===== src/inc/epe_consts.svh =====
`ifndef EPE_CONSTS_SVH
`define EPE_CONSTS_SVH

// exception numbers
`define EPE_NUM_EXC       24
`define EPE_NUM_IRQ       8
`define EPE_EXC_NONE      5'h00
`define EPE_EXC_RESET     5'h01
`define EPE_EXC_NMI       5'h02
`define EPE_EXC_HARD      5'h03
`define EPE_EXC_SVC       5'h0B
`define EPE_EXC_PENDABLE_SERVICE_REQUEST    5'h0E
`define EPE_EXC_TICK      5'h0F
`define EPE_EXC_IRQ0      5'h10

// encoded levels: encoded = printed priority + 3, lower is more urgent
`define EPE_LVL_RESET     3'h0
`define EPE_LVL_NMI       3'h1
`define EPE_LVL_HARD      3'h2
`define EPE_LVL_CFG_BIAS  3'h3
`define EPE_LVL_THREAD    3'h7

// vector table
`define EPE_VEC_BASE      32'h0000_0000
`define EPE_VEC_MSP       32'h0000_0000
`define EPE_VEC_RESET     32'h0000_0004
`define EPE_VEC_IRQ0      32'h0000_0040

// stack frame
`define EPE_FRAME_LAST    3'h7
`define EPE_FRAME_BYTES   32'h0000_0020
`define EPE_REG_PC        3'h0
`define EPE_REG_PSW       3'h1
`define EPE_REG_LINK      3'h7

`endif


===== src/inc/epe_pkg.sv =====
package epe_pkg;

	typedef enum {
		ST_RESET_SP,
		ST_RESET_PC,
		ST_RUN,
		ST_PUSH,
		ST_VECTOR,
		ST_POP
	} epe_state_t;

	typedef logic [4:0] epe_num_t;
	typedef logic [2:0] epe_lvl_t;
	typedef logic [2:0] epe_reg_t;

endpackage


===== src/rtl/epe_sync.sv =====
`timescale 1ns/1ps

// two-stage synchroniser for pin inputs
module epe_sync #(
	parameter int           W       = 1,
	parameter logic [W-1:0] RST_VAL = '0
) (
	// clock and reset
	input  wire logic         i_sys_clk,
	input  wire logic         i_reset_n,
	// data
	input  wire logic [W-1:0] i_d,
	output logic      [W-1:0] o_q
);

	logic [W-1:0] meta;

	always_ff @(posedge i_sys_clk)
	begin
		if (!i_reset_n)
		begin
			meta <= RST_VAL;
			o_q  <= RST_VAL;
		end
		else
		begin
			meta <= i_d;
			o_q  <= meta;
		end
	end

endmodule


===== src/rtl/epe_arbiter.sv =====
`timescale 1ns/1ps
`include "epe_consts.svh"

// picks the most urgent pending exception
module epe_arbiter (
	// pending requests and their encoded levels
	input  wire logic [`EPE_NUM_EXC-1:0]   i_pend,
	input  wire logic [3*`EPE_NUM_EXC-1:0] i_lvl,
	// winner
	output logic                           o_found,
	output epe_pkg::epe_num_t              o_num,
	output epe_pkg::epe_lvl_t              o_lvl
);

	always_comb
	begin
		o_found = 1'b0;
		o_num   = `EPE_EXC_NONE;
		o_lvl   = `EPE_LVL_THREAD;
		// ascending scan, strict compare keeps the lower number on a tie
		for (int i = 0; i < `EPE_NUM_EXC; i++)
		begin
			if (i_pend[i] && (!o_found || i_lvl[3*i +: 3] < o_lvl))
			begin
				o_found = 1'b1;
				o_num   = 5'(i);
				o_lvl   = i_lvl[3*i +: 3];
			end
		end
	end

endmodule


===== src/rtl/epe_exception_priority_entry.sv =====
`timescale 1ns/1ps
`include "epe_consts.svh"

// Summary of operation
// - Of simultaneous requests the most urgent one is serviced first, the others stay pending.
// - Reset is fixed at -3 from pin, watchdog or software; NMI at -2.
// - A fault is raised as hard fault at -1; one that cannot be taken locks up.
// - Supervisor call instruction raises exception 11 at software level.
// - Pendable service request is exception 14 at software level.
// - System tick notification is exception 15 at software level.
// - Pins and peripherals map to exceptions 16 upward, software levels.
// - Configurable levels are 2-bit, 0 to 3, 0 most urgent.
// - On equal levels the lower exception number wins.
// - External levels from irq priority fields, others from handler fields.
// - No-execute fetch or fault region access raises an exception.
// - Exception instructions and execution errors raise an exception.
// - Entry pushes PC, status word, r0-r3, r12, link in that order.
// - Stack pointer is lowered by eight words once the push ends.
// - After stacking the core is held and branches to the handler.
// - Handler completion restores the saved state without software.
// - Handler addresses come from the vector table; SP 0x00, reset 0x04.
// - Return pops eight words, raises SP, recovers active number.
module epe_exception_priority_entry (
	// clock and reset
	input  wire logic        i_sys_clk,
	input  wire logic        i_reset_n,
	// reset exception sources
	input  wire logic        i_rst_pin_n,
	input  wire logic        i_watchdog_timer_source_reset,
	input  wire logic        i_software_reset_request,
	// non-maskable sources
	input  wire logic        i_nmi_pin,
	input  wire logic        i_watchdog_timer_source_nmi,
	// fault and instruction sources
	input  wire logic        i_fetch_no_execute_region,
	input  wire logic        i_fault_region_violation,
	input  wire logic        i_instr_exception,
	input  wire logic        i_exec_error,
	// system exception sources
	input  wire logic        i_supervisor_call_exception,
	input  wire logic        i_pendable_service_request,
	input  wire logic        i_systick_req,
	// external interrupt pins
	input  wire logic [7:0]  i_irq_pin,
	// priority level fields
	input  wire logic [1:0]  i_svc_priority_level_field,
	input  wire logic [1:0]  i_pendable_service_request_priority_level_field,
	input  wire logic [1:0]  i_systick_priority_level_field,
	input  wire logic [15:0] i_irq_priority_level_field,
	// core side
	input  wire logic        i_exc_return,
	input  wire logic [31:0] i_core_reg_data,
	input  wire logic [31:0] i_sp,
	output logic      [2:0]  o_core_reg_sel,
	output logic             o_restore_we,
	output logic      [2:0]  o_restore_sel,
	output logic      [31:0] o_restore_data,
	output logic             o_sp_we,
	output logic      [31:0] o_sp_value,
	output logic             o_core_halt,
	output logic             o_branch_valid,
	output logic      [31:0] o_branch_addr,
	output logic      [4:0]  o_active_num,
	output logic             o_lockup,
	// memory side
	output logic             o_mem_req,
	output logic             o_mem_we,
	output logic      [31:0] o_mem_addr,
	output logic      [31:0] o_mem_wdata,
	input  wire logic        i_mem_ack,
	input  wire logic [31:0] i_mem_rdata
);

	epe_pkg::epe_state_t           state;
	logic [9:0]                    pin_sync;
	logic                          rst_pin_prev;
	logic                          nmi_prev;
	logic                          rst_req;
	logic                          nmi_req;
	logic                          fault_req;
	logic                          fault_blocked;
	logic [3*`EPE_NUM_EXC-1:0]     lvl_flat;
	epe_pkg::epe_lvl_t             active_lvl;
	logic [`EPE_NUM_EXC-1:0]       pend;
	logic [`EPE_NUM_EXC-1:0]       set_vec;
	logic [`EPE_NUM_EXC-1:0]       clr_vec;
	logic                          arb_found;
	epe_pkg::epe_num_t             arb_num;
	epe_pkg::epe_lvl_t             arb_lvl;
	logic                          preempt;
	logic                          take;
	logic                          vec_done;
	logic                          pop_psw;
	epe_pkg::epe_num_t             sel_num;
	logic [2:0]                    word_idx;
	logic [31:0]                   frame_base;
	logic [31:0]                   vec_addr;

	// push order index to word slot above the new stack pointer
	function automatic logic [2:0] stack_slot(input logic [2:0] k);
		logic [2:0] s;
		s = 3'h0;
		unique case (k)
			`EPE_REG_PC:  s = 3'h6;
			`EPE_REG_PSW: s = 3'h7;
			default:      s = k - 3'h2;
		endcase
		return s;
	endfunction

	epe_sync #(
		.W       (10),
		.RST_VAL (10'h200)
	) u_sync (
		.i_sys_clk (i_sys_clk),
		.i_reset_n (i_reset_n),
		.i_d       ({i_rst_pin_n, i_nmi_pin, i_irq_pin}),
		.o_q       (pin_sync)
	);

	always_ff @(posedge i_sys_clk)
	begin
		if (!i_reset_n)
		begin
			rst_pin_prev <= 1'b1;
			nmi_prev     <= 1'b0;
		end
		else
		begin
			rst_pin_prev <= pin_sync[9];
			nmi_prev     <= pin_sync[8];
		end
	end

	// reset pin acts on its low-to-high edge
	assign rst_req = (pin_sync[9] & ~rst_pin_prev)
		| i_watchdog_timer_source_reset
		| i_software_reset_request;
	assign nmi_req = (pin_sync[8] & ~nmi_prev)
		| i_watchdog_timer_source_nmi;
	assign fault_req = i_fetch_no_execute_region | i_fault_region_violation
		| i_instr_exception | i_exec_error;

	// encoded level per exception number
	always_comb
	begin
		lvl_flat = {`EPE_NUM_EXC{`EPE_LVL_THREAD}};
		lvl_flat[3*`EPE_EXC_RESET +: 3]  = `EPE_LVL_RESET;
		lvl_flat[3*`EPE_EXC_NMI +: 3]    = `EPE_LVL_NMI;
		lvl_flat[3*`EPE_EXC_HARD +: 3]   = `EPE_LVL_HARD;
		lvl_flat[3*`EPE_EXC_SVC +: 3]    = {1'b0, i_svc_priority_level_field}
			+ `EPE_LVL_CFG_BIAS;
		lvl_flat[3*`EPE_EXC_PENDABLE_SERVICE_REQUEST +: 3] =
			{1'b0, i_pendable_service_request_priority_level_field}
			+ `EPE_LVL_CFG_BIAS;
		lvl_flat[3*`EPE_EXC_TICK +: 3]   =
			{1'b0, i_systick_priority_level_field}
			+ `EPE_LVL_CFG_BIAS;
		for (int i = 0; i < `EPE_NUM_IRQ; i++)
		begin
			lvl_flat[3*(`EPE_EXC_IRQ0 + i) +: 3] =
				{1'b0, i_irq_priority_level_field[2*i +: 2]}
				+ `EPE_LVL_CFG_BIAS;
		end
	end

	assign active_lvl = (o_active_num == `EPE_EXC_NONE) ? `EPE_LVL_THREAD
		: lvl_flat[3*o_active_num +: 3];

	// faults escalate to hard fault unless already at -1 or above
	assign fault_blocked = fault_req & (active_lvl <= `EPE_LVL_HARD);

	always_comb
	begin
		set_vec = '0;
		set_vec[`EPE_EXC_NMI]    = nmi_req;
		set_vec[`EPE_EXC_HARD]   = fault_req & ~fault_blocked;
		set_vec[`EPE_EXC_SVC]    = i_supervisor_call_exception;
		set_vec[`EPE_EXC_PENDABLE_SERVICE_REQUEST] = i_pendable_service_request;
		set_vec[`EPE_EXC_TICK]   = i_systick_req;
		set_vec[`EPE_EXC_IRQ0 +: `EPE_NUM_IRQ] = pin_sync[7:0];
	end

	always_comb
	begin
		clr_vec = '0;
		if (take)
			clr_vec[arb_num] = 1'b1;
	end

	// pending flags, a new request wins over the clear
	always_ff @(posedge i_sys_clk)
	begin
		if (!i_reset_n || rst_req)
			pend <= '0;
		else
			pend <= (pend & ~clr_vec) | set_vec;
	end

	epe_arbiter u_arb (
		.i_pend  (pend),
		.i_lvl   (lvl_flat),
		.o_found (arb_found),
		.o_num   (arb_num),
		.o_lvl   (arb_lvl)
	);

	assign preempt = arb_found && (arb_lvl < active_lvl) && !o_lockup;

	// winner is chosen again at end of push, so a late arrival goes first
	assign take = (state == epe_pkg::ST_PUSH) && o_mem_req && i_mem_ack
		&& (word_idx == `EPE_FRAME_LAST) && arb_found;
	assign vec_done = (state == epe_pkg::ST_VECTOR) && o_mem_req
		&& i_mem_ack;
	assign pop_psw = (state == epe_pkg::ST_POP) && o_mem_req && i_mem_ack
		&& (word_idx == `EPE_REG_PSW);

	assign vec_addr = (sel_num >= `EPE_EXC_IRQ0)
		? `EPE_VEC_BASE + `EPE_VEC_IRQ0
			+ {25'h0000000, sel_num - `EPE_EXC_IRQ0, 2'h0}
		: `EPE_VEC_BASE + {25'h0000000, sel_num, 2'h0};

	// active exception number
	always_ff @(posedge i_sys_clk)
	begin
		if (!i_reset_n || rst_req)
			o_active_num <= `EPE_EXC_NONE;
		else if (vec_done)
			o_active_num <= sel_num;
		else if (pop_psw)
			o_active_num <= i_mem_rdata[4:0];
	end

	// lockup on a fault that even hard fault cannot take
	always_ff @(posedge i_sys_clk)
	begin
		if (!i_reset_n || rst_req)
			o_lockup <= 1'b0;
		else if (fault_blocked)
			o_lockup <= 1'b1;
	end

	// entry, vector fetch and return sequencing
	always_ff @(posedge i_sys_clk)
	begin
		o_sp_we        <= 1'b0;
		o_branch_valid <= 1'b0;
		o_restore_we   <= 1'b0;
		if (!i_reset_n || rst_req)
		begin
			state          <= epe_pkg::ST_RESET_SP;
			o_core_halt    <= 1'b1;
			o_mem_req      <= 1'b0;
			o_mem_we       <= 1'b0;
			o_mem_addr     <= 32'h0000_0000;
			o_mem_wdata    <= 32'h0000_0000;
			o_core_reg_sel <= `EPE_REG_PC;
			o_restore_sel  <= `EPE_REG_PC;
			o_restore_data <= 32'h0000_0000;
			o_sp_value     <= 32'h0000_0000;
			o_branch_addr  <= 32'h0000_0000;
			word_idx       <= 3'h0;
			frame_base     <= 32'h0000_0000;
			sel_num        <= `EPE_EXC_NONE;
		end
		else
		begin
			unique case (state)
				epe_pkg::ST_RESET_SP:
				begin
					if (o_mem_req)
					begin
						if (i_mem_ack)
						begin
							o_mem_req  <= 1'b0;
							o_sp_we    <= 1'b1;
							o_sp_value <= i_mem_rdata;
							state      <= epe_pkg::ST_RESET_PC;
						end
					end
					else
					begin
						o_mem_req  <= 1'b1;
						o_mem_we   <= 1'b0;
						o_mem_addr <= `EPE_VEC_BASE + `EPE_VEC_MSP;
					end
				end
				epe_pkg::ST_RESET_PC:
				begin
					if (o_mem_req)
					begin
						if (i_mem_ack)
						begin
							o_mem_req      <= 1'b0;
							o_branch_valid <= 1'b1;
							o_branch_addr  <= i_mem_rdata;
							o_core_halt    <= 1'b0;
							state          <= epe_pkg::ST_RUN;
						end
					end
					else
					begin
						o_mem_req  <= 1'b1;
						o_mem_we   <= 1'b0;
						o_mem_addr <= `EPE_VEC_BASE + `EPE_VEC_RESET;
					end
				end
				epe_pkg::ST_RUN:
				begin
					word_idx       <= 3'h0;
					o_core_reg_sel <= `EPE_REG_PC;
					// a return already under way is finished before pre-emption
					if (i_exc_return && o_active_num != `EPE_EXC_NONE)
					begin
						o_core_halt <= 1'b1;
						frame_base  <= i_sp;
						state       <= epe_pkg::ST_POP;
					end
					// core loads a new stack pointer one edge after the strobe
					else if (preempt && !o_sp_we)
					begin
						o_core_halt <= 1'b1;
						frame_base  <= i_sp - `EPE_FRAME_BYTES;
						state       <= epe_pkg::ST_PUSH;
					end
				end
				epe_pkg::ST_PUSH:
				begin
					if (o_mem_req)
					begin
						if (i_mem_ack)
						begin
							o_mem_req <= 1'b0;
							if (word_idx == `EPE_FRAME_LAST)
							begin
								o_sp_we    <= 1'b1;
								o_sp_value <= frame_base;
								sel_num    <= arb_num;
								state      <= epe_pkg::ST_VECTOR;
							end
							else
							begin
								word_idx       <= word_idx + 3'h1;
								o_core_reg_sel <= word_idx + 3'h1;
							end
						end
					end
					else
					begin
						o_mem_req  <= 1'b1;
						o_mem_we   <= 1'b1;
						o_mem_addr <= frame_base
							+ {27'h0000000, stack_slot(word_idx), 2'h0};
						// saved status word carries the interrupted number
						if (word_idx == `EPE_REG_PSW)
							o_mem_wdata <= {i_core_reg_data[31:5], o_active_num};
						else
							o_mem_wdata <= i_core_reg_data;
					end
				end
				epe_pkg::ST_VECTOR:
				begin
					if (o_mem_req)
					begin
						if (i_mem_ack)
						begin
							o_mem_req      <= 1'b0;
							o_branch_valid <= 1'b1;
							o_branch_addr  <= i_mem_rdata;
							o_core_halt    <= 1'b0;
							state          <= epe_pkg::ST_RUN;
						end
					end
					else
					begin
						o_mem_req  <= 1'b1;
						o_mem_we   <= 1'b0;
						o_mem_addr <= vec_addr;
					end
				end
				epe_pkg::ST_POP:
				begin
					if (o_mem_req)
					begin
						if (i_mem_ack)
						begin
							o_mem_req      <= 1'b0;
							o_restore_we   <= 1'b1;
							o_restore_sel  <= word_idx;
							o_restore_data <= i_mem_rdata;
							if (word_idx == `EPE_FRAME_LAST)
							begin
								o_sp_we     <= 1'b1;
								o_sp_value  <= frame_base + `EPE_FRAME_BYTES;
								o_core_halt <= 1'b0;
								state       <= epe_pkg::ST_RUN;
							end
							else
								word_idx <= word_idx + 3'h1;
						end
					end
					else
					begin
						o_mem_req  <= 1'b1;
						o_mem_we   <= 1'b0;
						o_mem_addr <= frame_base
							+ {27'h0000000, stack_slot(word_idx), 2'h0};
					end
				end
			endcase
		end
	end

endmodule


===== config.mk =====
export PLATFORM = sky130hd
export DESIGN_NAME = epe_exception_priority_entry
export DESIGN_NICKNAME = d
export VERILOG_FILES = /design/src/inc/epe_pkg.sv /design/src/rtl/epe_sync.sv /design/src/rtl/epe_arbiter.sv /design/src/rtl/epe_exception_priority_entry.sv
export VERILOG_INCLUDE_DIRS = /design/src /design/src/inc
export SDC_FILE = /design/constraint.sdc
export NUM_CORES = 1
export LEC_CHECK = 0
export BUFFER_PORTS_ARGS = -buffer_cell sky130_fd_sc_hd__buf_2
export CORE_UTILIZATION = 55
export DETAILED_ROUTE_END_ITERATION = 12
export GPL_ROUTABILITY_DRIVEN = 0
export PLACE_DENSITY = 0.78
export SYNTH_ARGS = -nofsm -noshare
export SYNTH_HDL_FRONTEND = slang
export SYNTH_SLANG_ARGS = --single-unit
export TNS_END_PERCENT = 10

===== constraint.sdc =====
create_clock -name i_sys_clk -period 26.7 [get_ports i_sys_clk]
set_input_delay 5.34 -clock i_sys_clk [delete_from_list [all_inputs] [get_ports i_sys_clk]]
set_output_delay 5.34 -clock i_sys_clk [all_outputs]
set_load 0.03 [all_outputs]

-- After elaboration in Yosys (flattened, before gate mapping)
Cells that the tools add are included.
- output and inout bits: 178
- bits of input ports: 142
- word-level logic and storage cells: 374
- register bits after elaboration: 296
- shift-type cells: 1
- equality and inequality tests: 31
- order comparisons: 27
- reductions and logical operators: 114
- multiply operators: 1
- add/sub/neg operators: 19
- bitwise operators: 19
- multiplexer cells: 138
- operators by type and width (operator ; count):
    $mux W32 ; 27
    $pmux W32 S5 ; 2
    $mux W3 ; 36
    $eq A32 B3 Y1 const B ; 3
    $pmux W32 S3 ; 1
    $shiftx A72 B8 Y3 ; 1
    $add A32 B5 Y32 ; 2
    $eq A32 B2 Y1 const B ; 2
    $eq A32 B4 Y1 const B ; 2
    $mux W5 ; 11
    $mux W1 ; 42
    $logic_and A1 B1 Y1 ; 36
    $lt A3 B3 Y1 ; 12
    $add A2 B2 Y3 const B ; 11
    $add A32 B6 Y32 const B ; 1
    $eq A32 B1 Y1 const B ; 1
    $logic_not A32 Y1 ; 1
    $mux W4 ; 8
    $ne A2 B2 Y1 const B ; 16
    $sub A32 B6 Y32 const B ; 1
    $lt A3 B3 Y1 const A ; 9
    $logic_not A1 Y1 ; 25
    $and A24 B24 Y24 ; 1
    $mux W24 ; 1
    other kinds (42) ; 98

-- Depth between registers and ports, before layout
- depth in word-level cells: 98
- depth in mapped cells: 91
- depth with buffers taken out: 87

-- Modules after synthesis
Synthesis repeated with hierarchy kept, for this count alone.
- cells, all modules: 2181
- area total of the unflattened synthesis: 16592.2 sq um
- modules (own cells, without submodules) (module ; seq. area each (sq um) ; cells an instance ; instances ; area an instance (sq um)):
    epe_exception_priority_entry ; 4944.7 ; 1499 ; 1 ; 11941.5
    epe_arbiter ; 0.0 ; 640 ; 1 ; 4112.7
    epe_sync ; 400.4 ; 42 ; 1 ; 538.0

-- Worst setup path before layout
OpenSTA, ideal clock, no wires.
- path type: input to register
- start point: input port i_svc_priority_level_field[0]
- end point: register frame_base[27]
- stages: 87
- path buffers: 3
- required time: 26622 ps
- setup slack: 5619 ps
- arrival: 21003 ps
- cell sequence: inv_1 ha_1 inv_1 ha_1 o311ai_0 a21oi_1 nand2b_1 a21oi_1 ha_1 o21a_1 nor2_1 o21ai_0 o21ai_1 and2_1 or2_2 ha_1 a21o_1 a2111oi_2 [51 not listed] a21oi_1 a21o_1 ha_1 a21oi_1 o211ai_1 nor2b_1 a21boi_1 nor2_1 o21ai_0 o22ai_1 ha_1 a211o_1 nor3_1 nand2b_1 o31ai_2 buf_2 a21oi_1 nor3_1
- word-level cells in the longest chain between the ends: 59
- elaborated cells between the ends (all ways): 86
- those cells by class: add/sub (1); order compare (14); shift (1); mux (27); reduce/logical (43)
- RTL lines (item ; RTL line ; text):
    start: declaration ; epe_exception_priority_entry.sv:46 ; input wire logic [1:0] i_svc_priority_level_field,
    $add A2 B2 Y3 (no source line) (*) ; -- ;
    $lt A3 B3 Y1 ; epe_arbiter.sv:23 ; if (i_pend[i] && (!o_found || i_lvl[3*i +: 3] < o_lvl))
    $logic_or A1 B1 Y1 ; epe_arbiter.sv:23 ;
    $logic_and A1 B1 Y1 ; epe_arbiter.sv:23 ;
    $mux W3 / $mux W1 (equally long branches) ; epe_arbiter.sv:23 ;
    $lt A3 B3 Y1 / $logic_not A1 Y1 (equally long branches) ; epe_arbiter.sv:23 ;
    $logic_or A1 B1 Y1 ; epe_arbiter.sv:23 ;
    $logic_and A1 B1 Y1 ; epe_arbiter.sv:23 ;
    [42 not listed] ; -- ;
    $logic_or A1 B1 Y1 ; epe_arbiter.sv:23 ;
    $logic_and A1 B1 Y1 ; epe_arbiter.sv:23 ;
    $mux W3 ; epe_arbiter.sv:23 ;
    $lt A3 B3 Y1 ; epe_exception_priority_entry.sv:208 ; assign preempt = arb_found && (arb_lvl < active_lvl) && !o_lockup;
    $logic_and A1 B1 Y1 (*) (2 in a row) ; epe_exception_priority_entry.sv:208 ;
    $logic_and A1 B1 Y1 (*) ; epe_exception_priority_entry.sv:320 ; else if (preempt && !o_sp_we)
    $reduce_bool A2 Y1 (no source line) (*) ; -- ;
    $reduce_and A2 Y1 (no source line) (*) ; -- ;
    end signal: assignment ; epe_exception_priority_entry.sv:316 ; frame_base <= i_sp;
    end signal: assignment ; epe_exception_priority_entry.sv:323 ; frame_base <= i_sp - `EPE_FRAME_BYTES;
    end: declaration ; epe_exception_priority_entry.sv:96 ; logic [31:0] frame_base;
Every way passes the cells marked *; elsewhere a longest branch is shown, timed or not.
A chain may end at the register's enable or synchronous reset.

-- Worst setup path after layout
- start point: input port i_svc_priority_level_field[0]
- end point: register frame_base[20]
Same word-level chain as after synthesis.

==> metrics.txt <==
status=finished, final reports clean; HPWL after DPL=approximately 36000 um; die area=27000 sq um; Clock transition at path regs=about 0.060 ns; CP Launch Type=input pin; Root Driver=clkbuf_16; data required time of the critical path=27.16 ns; port bufs=approximately 320; Detail Route Antenna Nets=0; routed vias/inst=6.16; ranking of synthesized cells by area=dfxtp_1 (37%), a21oi_1 (8.0%), nand2_1 (8.0%), ha_1 (4.0%), nor2_1 (3.4%); core area=26000 sq um; final net count=2307; Worst Path Arrival=24.97 ns; worst flop-to-flop path endpoint=frame_base[20]; Tightest Pin Transition=around 1.2 ns; total track usage=34.6%; ys flop type=dfxtp_1; total power=882 uW; DRC violation count after routing=0; VDD IR max=0.0000510 V; Crit. End Element=flip-flop; # resized after CTS=0; crit-path max FO=34; slowest CP cell=o31ai_4; postcts setup bufs=0; largest net degree at the start of global routing=97; syn_area_per_cell=7.69 sq um; Setup violations, final=0; final slew viol count=0; Worst path max stage delay=1.07 ns; H-tree levels=1; CTS Sinks=267; Slew HR=17.1%; DR iter-0 viols=~1800; RSZ-0062 raised after global routing=no; vias in the first global route=13800; Seq/Total Area, Yosys=36.9%; clk_lat worst skew=0.55 ns; CTS max path bufs=3; clock skew=0.0148 ns; Synthesis Warnings=0; Hold Path End=u_sync.o_q[9]; clock period minus worst slack=24.51 ns; f_max=a little over 40 MHz; aggregate global routing overflow=0; Pre-antenna DRT Iters=6; EDFF count, synth=0; P per Cell Area=51.8 nW/um^2; DIE HEIGHT=164 um; Synth Net Count=~2100; cell count after synthesis=about 1900; initial core utilization=approximately 56%; Hold Violations, Final=0; most used cell along the critical path=ha_1; CTS Hold Bufs=0; Max Cap Violations=0; R2R cell count=86; CTS tree=yes; first-pass GRT wire length=73500 um; IO Pins=320; Synth Cell Area=14500 sq um; CTS Buf Count=29; total negative setup slack=0 ns; Hold Path Class=flip-flop to flip-flop; asr flop ratio synth=0%; hold depth=1; Die X=approximately 160 um; Final Cycle Share=91.8%; layout cells sized above 1=19.8%; CP Class=input pin to flip-flop; Leak=0.00687 uW; leading area contributor after synthesis=dfxtp_1; synthesis-stage register bit count=267; drt total wl=roughly 48000 um; reg-to-reg setup timing slack=6.41 ns; initial antenna violation count=2; synthesis-to-finish area growth=17.5%; worst hold path startpoint=u_sync.meta[9]; reg2reg start=pend[1]; synth unique cells=89; FP Rows=59; top-area cell type share of the netlist area=36.9%; via count=15200; DR WL/cell=19.6 um
## power by group
part | leakage, uW | total, uW | internal [uW] | switching [uW]
sequential | 0.00216 | 402 | 401 | 1.53
combinational | 0.00428 | 97.9 | 34.8 | 63.1
clock | 0.000435 | 382 | 224 | 159
total | 0.00687 | 882 | 659 | 223
## worst max-delay path, delay by kind of cell
| family | cells | cell delay, ns |
|---|---|---|
| AO/OA/AOI/OAI | 49 | 11.97 |
| adder cells (fa/ha/maj) | 13 | 3.64 |
| buffers and inverters | 5 | 0.48 |
| AND/OR/NAND/NOR | 19 | 3.46 |
## per-layer routing
| metal | GRT usage (%) | vias up | routed length (um) |
|---|---|---|---|
| met4 | 18.9 | 0 | 2650 |
| met3 | 7.63 | 193 | 5240 |
| met5 | 0 | - | 0 |
| met1 | 45.8 | 6946 | 19600 |
| met2 | 52.3 | 914 | 20900 |
| li1 | - | 7167 | - |
## state kept, by name, indices dropped and copies added (netlist names)
signal          count
word_idx            3
u_sync.o_q         10
frame_base         32
o_sp_we             1
u_sync.meta        10
o_mem_wdata        32
o_core_reg_sel      3
o_mem_req           1
o_mem_addr         32
o_sp_value         32
nmi_prev            1
state               3
o_mem_we            1
pend               24
o_restore_data     32
o_restore_sel       3
o_lockup            1
o_restore_we        1
o_core_halt         1
sel_num             5
o_branch_valid      1
o_branch_addr      32
o_active_num        5
rst_pin_prev        1
## worst max path at each step
stage,start,end,slack (ns),cells past startpoint
finish,i_svc_priority_level_field[0],frame_base[20],2.19,86
global route,i_svc_priority_level_field[0],frame_base[17],0.50,86
CTS,i_svc_priority_level_field[0],frame_base[17],2.79,85
detailed placement,i_svc_priority_level_field[0],frame_base[15],2.37,85
global placement,i_svc_priority_level_field[0],frame_base[13],3.39,85
floorplan,i_svc_priority_level_field[0],frame_base[27],5.62,87
## metrics by stage
stage | hold slack [ns] | utilization (%) | area [sq um] | setup slack (ns) | cells
detailed placement | 0.408 | 62.1 | 16100 | 2.37 | 2422
global route | 0.425 | 65.5 | 17000 | 0.502 | 2471
CTS | 0.417 | 65.5 | 17000 | 2.79 | 2470
finish | 0.413 | 65.5 | 17000 | 2.19 | 2472
global placement | 0.392 | 62.1 | 16100 | 3.39 | 2422
floorplan | 0.386 | - | 14500 | 5.62 | 1885
## layout make-up
class | instances | area [sq um]
diodes | 2 | 5.00
fillers | 2286 | 8950
repair buffers | 332 | 1690
inverters | 74 | 278
clock buffers | 40 | 787
clock inverters | 8 | 105
flip-flops and latches | 267 | 5350
multi-input cells | 1414 | 8400
well taps | 335 | 419
## cell families (layout without fill, tap and decap cells)
logic type	Yosys count	in the layout	share of synthesized area, %
AOI/OAI and AO/OA	557	557	24.4
xor gates and xnor gates	73	73	4.41
adders and majority gates	47	47	4.11
buffers and inverters	204	454	5.52
DFF	267	267	36.9
muxes	19	19	1.85
other	0	2	0
and+or+nand+nor	718	718	22.9
## synth_stat cells (5+ instances only)
library cell / count
or4_1: 6
nor4_1: 19
o22ai_1: 26
inv_1: 73
buf_1: 7
and2_1: 32
nor2_1: 131
a21o_1: 14
a21oi_1: 233
xnor2_1: 38
clkbuf_1: 109
nor3_1: 88
mux4_2: 6
nor3b_1: 5
o221ai_1: 25
o21a_1: 17
and3_1: 7
nand2b_1: 19
buf_2: 9
a31oi_1: 8
a211oi_1: 20
nor2b_1: 16
a22o_1: 7
o21ai_0: 87
xor2_1: 35
ha_1: 46
nand4_1: 16
nand3_1: 42
o211ai_1: 26
dfxtp_1: 267
or2_2: 5
a22oi_1: 24
mux2i_1: 11
or3_1: 6
nand2_1: 309
a311oi_1: 9
## cells in the final DEF, fill, tap and decap left out, types with 6 or more instances in the layout
cell type    n
or3_1        6
nor3_1      87
clkbuf_1     9
a22o_1       7
dfxtp_1    266
o211ai_1    26
nand2b_1    19
xor2_1      35
xnor2_1     38
mux4_2       6
ha_1        46
nand2_1    309
clkbuf_16   29
o22ai_1     26
o221ai_1    25
nand4_1     16
and2_1      32
a22oi_1     24
and3_1       7
mux2i_1     11
a311oi_1     9
nor4_1      19
a21oi_1    233
a211oi_1    20
inv_1       73
nor2_1     127
o21a_1      17
or4_1        6
a21o_1      14
buf_4       13
o21ai_0     87
buf_2      319
nand3_1     40
nor2b_1     16
a31oi_1      8
No activity file was read; power rests on OpenSTA's default activity.
